==> src/design/sfsb_map.svh <==
// Register offsets, nibble counts, a field width, reset values and codes of the shadow banks
`ifndef SFSB_MAP_SVH
`define SFSB_MAP_SVH

`define SFSB_BANK_TWO 2'h2
`define SFSB_BANK_THREE 2'h3

`define SFSB_ADDR_3 4'h3
`define SFSB_ADDR_7 4'h7
`define SFSB_ADDR_A 4'ha
`define SFSB_ADDR_C 4'hc

`define SFSB_TRIM_NIBBLES 4'h9
`define SFSB_AFE_NIBBLES 4'h4

`define SFSB_RST_POWER 4'h0
`define SFSB_RST_REFTEXT 4'h2
`define SFSB_RST_LASER_CLK 4'h2
`define SFSB_RST_SETTLE 4'hc
`define SFSB_RST_DIODE_LASER 4'h0
`define SFSB_RST_EQ_STATUS 4'h0
`define SFSB_RST_TRIMS 36'h0
`define SFSB_RST_AFE 16'h0

`define SFSB_TRIM_W 6

`define SFSB_LASER_58 2'h0
`define SFSB_LASER_72 2'h1
`define SFSB_LASER_86 2'h2
`define SFSB_LASER_100 2'h3

`define SFSB_ST_DECODER 3'h0
`define SFSB_ST_READY 3'h1
`define SFSB_ST_VALUE 3'h2

`endif

==> src/design/sfsb_pkg.sv <==
// Types shared by the shadow bank logic
package sfsb_pkg;

   typedef struct packed {
      logic [1:0] bank;
      logic [3:0] addr;
      logic [3:0] data;
   } sfsb_wr_t;

   typedef struct packed {
      logic frontend_off;
      logic buffer_off;
      logic converter_off;
      logic converter_current_mode;
   } sfsb_power_t;

   typedef struct packed {
      logic [5:0] trim_radial_diode_two;
      logic [5:0] trim_radial_diode_one;
      logic [5:0] trim_main_diode_four;
      logic [5:0] trim_main_diode_three;
      logic [5:0] trim_main_diode_two;
      logic [5:0] trim_main_diode_one;
   } sfsb_trims_t;

   typedef struct packed {
      logic [5:0] highpass_cutoff_code;
      logic [1:0] equalizer_rate;
      logic [3:0] slicer_slew;
      logic [3:0] frontend_gain;
   } sfsb_afe_t;

   typedef enum logic [5:0] {
      SFSB_DIODE_MAIN1 = 6'h01,
      SFSB_DIODE_MAIN2 = 6'h02,
      SFSB_DIODE_MAIN3 = 6'h04,
      SFSB_DIODE_MAIN4 = 6'h08,
      SFSB_DIODE_RAD1 = 6'h10,
      SFSB_DIODE_RAD2 = 6'h20
   } sfsb_diode_t;

   typedef enum logic [2:0] {
      SFSB_IDLE = 3'h1,
      SFSB_TRIM = 3'h2,
      SFSB_AFE = 3'h4
   } sfsb_state_t;

endpackage

==> src/design/sfsb_shadow_banks.sv <==
// Write-only shadow banks two and three with decoded control outputs
//
// Implementation choice: the plain strobed port.
`include "sfsb_map.svh"

module sfsb_shadow_banks (
   input wire logic mclk,
   input wire logic rst,
   input wire logic [1:0] shadow_bank_select,
   input wire logic [3:0] wr_addr,
   input wire logic [3:0] wr_data,
   input wire logic wr_strobe,
   input wire logic rd_strobe,
   output logic [3:0] rd_data,
   output sfsb_pkg::sfsb_power_t power_ctl,
   output logic [1:0] servo_ref_sel,
   output logic mech_180mv,
   output logic text_crc_pass_only,
   output logic [1:0] laser_power_level,
   output logic pll_enable,
   output logic silence_inject,
   output logic loopback_kill,
   output logic [1:0] settling_sel,
   output logic ac_dither,
   output logic dc_dither,
   output sfsb_pkg::sfsb_diode_t offset_diode,
   output logic equalizer_enable,
   output logic [2:0] status_pin_sel,
   output sfsb_pkg::sfsb_trims_t diode_trims,
   output sfsb_pkg::sfsb_afe_t afe_ctl,
   output logic multi_write_busy
);

   function automatic logic hit(input logic [1:0] b, input logic [3:0] a,
                                input logic [1:0] wb, input logic [3:0] wa);
      hit = (b == wb) && (a == wa);
   endfunction

   sfsb_pkg::sfsb_wr_t wr;
   assign wr = '{bank: shadow_bank_select, addr: wr_addr, data: wr_data};

   logic [3:0] power_down_control;
   logic [3:0] reference_and_text_control;
   logic [3:0] laser_clock_mute_control;
   logic [3:0] settling_and_dither;
   logic [3:0] offset_diode_laser_select;
   logic [3:0] equalizer_and_status_pin;
   logic [35:0] diode_offset_trims;
   logic [15:0] analog_frontend_control;
   logic [35:0] collect;
   logic [3:0] count;
   sfsb_pkg::sfsb_state_t state;
   sfsb_pkg::sfsb_state_t next_state;

   wire in_seq = (state != sfsb_pkg::SFSB_IDLE);
   wire wr_b2_3 = wr_strobe && !in_seq && hit(wr.bank, wr.addr, `SFSB_BANK_TWO, `SFSB_ADDR_3);
   wire wr_b2_7 = wr_strobe && !in_seq && hit(wr.bank, wr.addr, `SFSB_BANK_TWO, `SFSB_ADDR_7);
   wire wr_b2_a = wr_strobe && !in_seq && hit(wr.bank, wr.addr, `SFSB_BANK_TWO, `SFSB_ADDR_A);
   wire wr_b2_c = wr_strobe && !in_seq && hit(wr.bank, wr.addr, `SFSB_BANK_TWO, `SFSB_ADDR_C);
   wire wr_b3_3 = wr_strobe && !in_seq && hit(wr.bank, wr.addr, `SFSB_BANK_THREE, `SFSB_ADDR_3);
   wire wr_b3_c = wr_strobe && !in_seq && hit(wr.bank, wr.addr, `SFSB_BANK_THREE, `SFSB_ADDR_C);
   wire start_trim = wr_strobe && !in_seq
                     && hit(wr.bank, wr.addr, `SFSB_BANK_THREE, `SFSB_ADDR_7);
   wire start_afe = wr_strobe && !in_seq
                    && hit(wr.bank, wr.addr, `SFSB_BANK_THREE, `SFSB_ADDR_A);

   // Data nibbles of a sequence follow the address write, first nibble highest
   wire data_nib = wr_strobe && in_seq;
   wire [3:0] limit = (state == sfsb_pkg::SFSB_TRIM) ? `SFSB_TRIM_NIBBLES : `SFSB_AFE_NIBBLES;
   wire last_nib = data_nib && (count == limit - 4'h1);
   wire [35:0] next_collect = {collect[31:0], wr.data};

   always_comb begin
      next_state = state;
      case (state)
         sfsb_pkg::SFSB_IDLE: begin
            if (start_trim) begin
               next_state = sfsb_pkg::SFSB_TRIM;
            end else if (start_afe) begin
               next_state = sfsb_pkg::SFSB_AFE;
            end
         end
         sfsb_pkg::SFSB_TRIM, sfsb_pkg::SFSB_AFE: begin
            if (last_nib) begin
               next_state = sfsb_pkg::SFSB_IDLE;
            end
         end
         default: next_state = sfsb_pkg::SFSB_IDLE;
      endcase
   end

   always_ff @(posedge mclk or posedge rst) begin
      if (rst) begin
         state <= sfsb_pkg::SFSB_IDLE;
         count <= 4'h0;
         collect <= 36'h0;
      end else begin
         state <= next_state;
         // Gaps between nibbles keep the partial value and the count
         if (last_nib) begin
            count <= 4'h0;
         end else if (data_nib) begin
            count <= count + 4'h1;
         end
         if (data_nib) begin
            collect <= next_collect;
         end
      end
   end

   always_ff @(posedge mclk or posedge rst) begin
      if (rst) begin
         power_down_control <= `SFSB_RST_POWER;
         reference_and_text_control <= `SFSB_RST_REFTEXT;
      end else begin
         if (wr_b2_3) begin
            power_down_control <= wr.data;
         end
         if (wr_b2_7) begin
            reference_and_text_control <= wr.data;
         end
      end
   end

   always_ff @(posedge mclk or posedge rst) begin
      if (rst) begin
         laser_clock_mute_control <= `SFSB_RST_LASER_CLK;
         settling_and_dither <= `SFSB_RST_SETTLE;
      end else begin
         if (wr_b2_a) begin
            laser_clock_mute_control <= wr.data;
         end
         if (wr_b2_c) begin
            settling_and_dither <= wr.data;
         end
      end
   end

   always_ff @(posedge mclk or posedge rst) begin
      if (rst) begin
         offset_diode_laser_select <= `SFSB_RST_DIODE_LASER;
         equalizer_and_status_pin <= `SFSB_RST_EQ_STATUS;
      end else begin
         if (wr_b3_3) begin
            offset_diode_laser_select <= wr.data;
         end
         if (wr_b3_c) begin
            equalizer_and_status_pin <= wr.data;
         end
      end
   end

   // apply whole value only on last nibble
   always_ff @(posedge mclk or posedge rst) begin
      if (rst) begin
         diode_offset_trims <= `SFSB_RST_TRIMS;
         analog_frontend_control <= `SFSB_RST_AFE;
      end else begin
         if (last_nib && state == sfsb_pkg::SFSB_TRIM) begin
            diode_offset_trims <= next_collect;
         end
         if (last_nib && state == sfsb_pkg::SFSB_AFE) begin
            analog_frontend_control <= next_collect[15:0];
         end
      end
   end

   // Banks are write-only; reads echo the sequencer state only
   always_ff @(posedge mclk or posedge rst) begin
      if (rst) begin
         rd_data <= 4'h0;
      end else begin
         rd_data <= rd_strobe ? {1'b0, state} : 4'h0;
      end
   end

   assign power_ctl.frontend_off = power_down_control[0];
   assign power_ctl.buffer_off = power_down_control[1];
   assign power_ctl.converter_off = power_down_control[2];
   assign power_ctl.converter_current_mode = power_down_control[3];
   assign servo_ref_sel = reference_and_text_control[1:0];
   assign mech_180mv = reference_and_text_control[2];
   assign text_crc_pass_only = reference_and_text_control[3];
   assign laser_power_level = {laser_clock_mute_control[0], offset_diode_laser_select[3]};
   assign pll_enable = laser_clock_mute_control[1];
   assign silence_inject = laser_clock_mute_control[2];
   assign loopback_kill = laser_clock_mute_control[3];
   assign settling_sel = settling_and_dither[1:0];
   assign ac_dither = settling_and_dither[2];
   assign dc_dither = settling_and_dither[3];

   // diode decode, unused codes fall to main one
   always_comb begin
      case (offset_diode_laser_select[2:0])
         3'h2: offset_diode = sfsb_pkg::SFSB_DIODE_MAIN2;
         3'h3: offset_diode = sfsb_pkg::SFSB_DIODE_MAIN3;
         3'h4: offset_diode = sfsb_pkg::SFSB_DIODE_MAIN4;
         3'h5: offset_diode = sfsb_pkg::SFSB_DIODE_RAD1;
         3'h6: offset_diode = sfsb_pkg::SFSB_DIODE_RAD2;
         default: offset_diode = sfsb_pkg::SFSB_DIODE_MAIN1;
      endcase
   end

   // equalizer enable in bit 0, status pin select in bits 3:1
   assign equalizer_enable = equalizer_and_status_pin[0];
   assign status_pin_sel = equalizer_and_status_pin[3:1];
   assign diode_trims = diode_offset_trims;
   assign afe_ctl = analog_frontend_control;
   assign multi_write_busy = in_seq;

endmodule // sfsb_shadow_banks

==> config.mk <==
export PLATFORM = sky130hd
export DESIGN_NAME = sfsb_shadow_banks
export DESIGN_NICKNAME = d
export VERILOG_FILES = /design/src/design/sfsb_pkg.sv /design/src/design/sfsb_shadow_banks.sv
export VERILOG_INCLUDE_DIRS = /design/src /design/src/design
export SDC_FILE = /design/constraint.sdc
export NUM_CORES = 1
export LEC_CHECK = 0
export BUFFER_PORTS_ARGS = -buffer_cell sky130_fd_sc_hd__buf_2
export CORE_MARGIN = 4
export CORE_UTILIZATION = 50
export DETAILED_ROUTE_END_ITERATION = 6
export PLACE_DENSITY_LB_ADDON = 0.25
export SLEW_MARGIN = 20
export SYNTH_ARGS = -nofsm -noshare
export SYNTH_HDL_FRONTEND = slang
export SYNTH_SLANG_ARGS = --single-unit
==> constraint.sdc <==
create_clock -name mclk -period 5.6 [get_ports mclk]
set_clock_uncertainty 0.2 [all_clocks]
set_input_delay 0.28 -clock mclk [delete_from_list [all_inputs] [get_ports mclk]]
set_output_delay 0.28 -clock mclk [all_outputs]
set_load 0.02 [all_outputs]
==> impl_results.md <==
* Status: completed
* Syn nets at about 310
* Sequential area share after synthesis at a little over three fifths
* Post-synthesis async set-or-reset flop share at 100.0%
* Commonest cells in the netlist: dfrtp_1 (113), mux2_2 (100), mux2_4 (11), buf_2 (6)
* Max-slew violations at 0
* Worst hold slack at 74.63 ps
* Drt first-iter violations at 72
* Achievable Freq at slightly below 0.4 GHz
* Cts bufs inserted at 17
* GRT overflow at 0
* GR Util met3 at approximately 5.4%
* Post-synthesis cell type count at 38
* Post-Synthesis Cell Area at approximately 4700 µm²
* # DRC at 0
* Seq pwr share at ~44%
* Post-synth top flop: dfrtp_1
* Fraction of layout cells with a size suffix above 1 at around 58%
* Area delta synth->final at 27.07%
* RSZ-0062 raised after global routing: no
* Yosys warns at 0
* Die X at roughly 110 µm
* Max-Cap Viols at 0
* Area fraction of the dominant cell type after synthesis at between 50% and 60%
* Critical path endpoint category: flop
* Leading area contributor after synthesis: dfrtp_1
* Slew HR at 35.74%
* # rows at 35
* Root Driver: clkbuf_8
* Post-route ant nets at 0
* Comb pwr share at 7.7%
* Synth Register Bits at about 120
* Routed via count at around 2.8k
* Setup TNS at 0 ps
* Worst hold path class: in2reg
* RD Place Congestion at around 0.75
* Largest net degree at the start of global routing at 88
* Reg2reg path depth at 5
* Post-Syn Area per Cell at 15.85 µm²
* Final worst-path cycle share at between 40% and 50%
* Die ar. at 11070 µm²
* Critical Path RT at between 5000 and 6000 ps
* PD cells at between 300 and 400 nW/µm²
* Wire per inst at between 15 and 20 µm
* H-Tree Depth at 4
* Core area at about 9000 µm²
* Critical path arrival at about 2800 ps
* Clock share of power at ~48%
* Crit-path cells: nor3b_2 -> nand4_1 -> dlygate4sd3_1 -> o22ai_1 -> dlygate4sd3_1
* Met2 usage at approximately 28%
* Vias in the first global route at between 2k and 3k
* Sink Count at about 120
* Worst path max stage delay at slightly below 600 ps
* Routed WL at between 9000 and 10000 µm
* Synth area leaders: dfrtp_1 (60%), mux2_2 (24%), mux2_4 (3.5%)
* Worst-path clk slew at approximately 60 ps
* Clk_lat worst skew at between 400 and 500 ps
* Layer with the highest usage: met2
* Endpoints failing setup at 0
* Port Buffer Count at 96
* Min cycle time layout at roughly 2600 ps
* Worst Max-Slew Pin Slew at approximately 960 ps
* Layout net count at 432
* HPWL after detailed placement at roughly 5900 µm
* CP Launch Type: flop
* First-pass GRT wire length at 15460 µm
* Power Internal at 1.656 mW
* DRT Pass-1 Iters at 4
* Initial Util at between 50% and 60%
* Slowest CP cell: dfstp_2
* EDFF count, synth at 0
* Crit-path most repeated cell: dlygate4sd3_1
* Gates resized, CTS repair at 0
* Worst hold path depth at 4
* Clk buf depth at 2
* Dpl cell area at ~5300 µm²
* Switch Pwr at 505.0 µW
* Leakage power at 3.275 nW
* CP Class: reg2reg
* CTS tree: done
* Ports at ~100
* Via-to-Cell Ratio at approximately 5.3
* Met1 Usage GRT at a little under a quarter
* Die Height at 105.2 µm
* Crit path max fanout at 6
* Most frequent cell after synthesis: dfrtp_1
* Max IR drop VDD at around 0.19 mV
* Total track usage at between 15 and 20%
* Initial antenna violation count at 0
* Cells after synthesis at between 200 and 300
* Final Hold Fails at 0
* Filler cells at approximately 700
* Antenna cells at 0
* Layout Cell Area excl Fill at between 6000 and 7000 µm²
* Sw frac at 23.37%
logic make-up after synthesis:
kind of cell / after synthesis / synth area share (%)
buffers and inverters: 14 / 1.669
other: 1 / 0.07939
AND/OR/NAND/NOR: 42 / 6.278
AO/OA/AOI/OAI: 9 / 1.324
multiplexers: 112 / 27.55
adder cells (fa/ha/maj): 1 / 0.2649
XOR/XNOR: 1 / 0.1855
flip-flops: 118 / 62.65
timing repair:
| item | in CTS | in global routing |
|---|---|---|
| hold endpoints to repair | 124 | 0 |
| hold buffers | 13 | 0 |
| buffers inserted | 0 | 0 |
worst max-delay path: cells and delay by family, from the launching register on:
kind | cells | cell delay (ps)
AOI/OAI and AO/OA | 1 | 130
and+or+nand+nor | 2 | 430
DFF | 1 | 590
buffers and inverters | 2 | 1150
registers in the layout (all words and copies together), names as in the netlist:
| signal | cells |
|---|---|
| diode_trims | 36 |
| collect | 32 |
| afe_ctl | 16 |
| count | 4 |
| equalizer_and_status_pin | 4 |
| laser_clock_mute_control | 4 |
| offset_diode_laser_select | 4 |
| power_down_control | 4 |
| reference_and_text_control | 4 |
| settling_and_dither | 4 |
| rd_data | 3 |
| state | 3 |
power by group through the flow:
stage / registers, mW / logic [mW] / clock network (mW)
floorplan: 0.977 / 0.0878 / 0
global placement: 0.962 / 0.157 / 0
detailed placement: 0.964 / 0.161 / 0
CTS: 0.950 / 0.168 / 1.07
global route: 0.959 / 0.182 / 1.11
finish: 0.950 / 0.166 / 1.05
through the flow:
step                      worst slack (ps)  power, mW  utilization, %  instances
final                                 3036      2.161           65.27        541
after floorplan                       1999      1.064               -        298
after detailed placement              3069      1.125           57.51        496
after CTS                             3071      2.183           65.24        541
after global routing                  2884      2.250           65.27        541
after global placement                3072      1.119           57.51        496
per-layer routing:
metal | part of all wire, % | wire length [µm]
met1 | 44 | 4011
met2 | 50 | 4566
met3 | 3.9 | 352
met4 | 1.9 | 169
met5 | 0 | 0
cells in the final DEF, fill, tap and decap left out, types with 2 or more instances in the layout:
master         instances
bufinv_16              3
clkinv_2               3
nand4_1                2
dlygate4sd3_1         13
nor2_1                 5
and2_1                 4
mux2_2               100
a21o_1                 2
nand4b_1               2
clkinvlp_4             2
nor2b_1                3
buf_2                 96
and3b_1                3
dfstp_2                5
nor3b_1                3
clkinv_4               4
mux2_4                11
dfrtp_1              113
nand2_1                5
nand3_1                5
clkbuf_16             16
o22ai_1                2
clkbuf_1               3
inv_1                  3
path summary, 6_finish.rpt:
| kind | startpoint | to | slack (ps) |
|---|---|---|---|
| max in group asynchronous | rst | reference_and_text_control[1] | 3960 |
| worst max-delay path | state[0] | state[1] | 3040 |
| worst max register to register | state[0] | state[1] | 3040 |
| worst min register to register | diode_trims[33] | diode_trims[33] | 300 |
| min in group asynchronous | rst | rd_data[2] | 290 |
| worst min-delay path | wr_addr[2] | state[0] | 70 |
final cells by class:
cell class	count	area [µm²]	area share [%]
repair buffers	110	618.1	10.30
flip-flops and latches	118	2959	49.30
well taps	111	138.9	2.314
clock buffers	20	425.4	7.088
clock inverters	12	155.1	2.585
multi-input cells	166	1685	28.08
inverters	4	20.02	0.3335
Power figures use the tool's default switching activity.
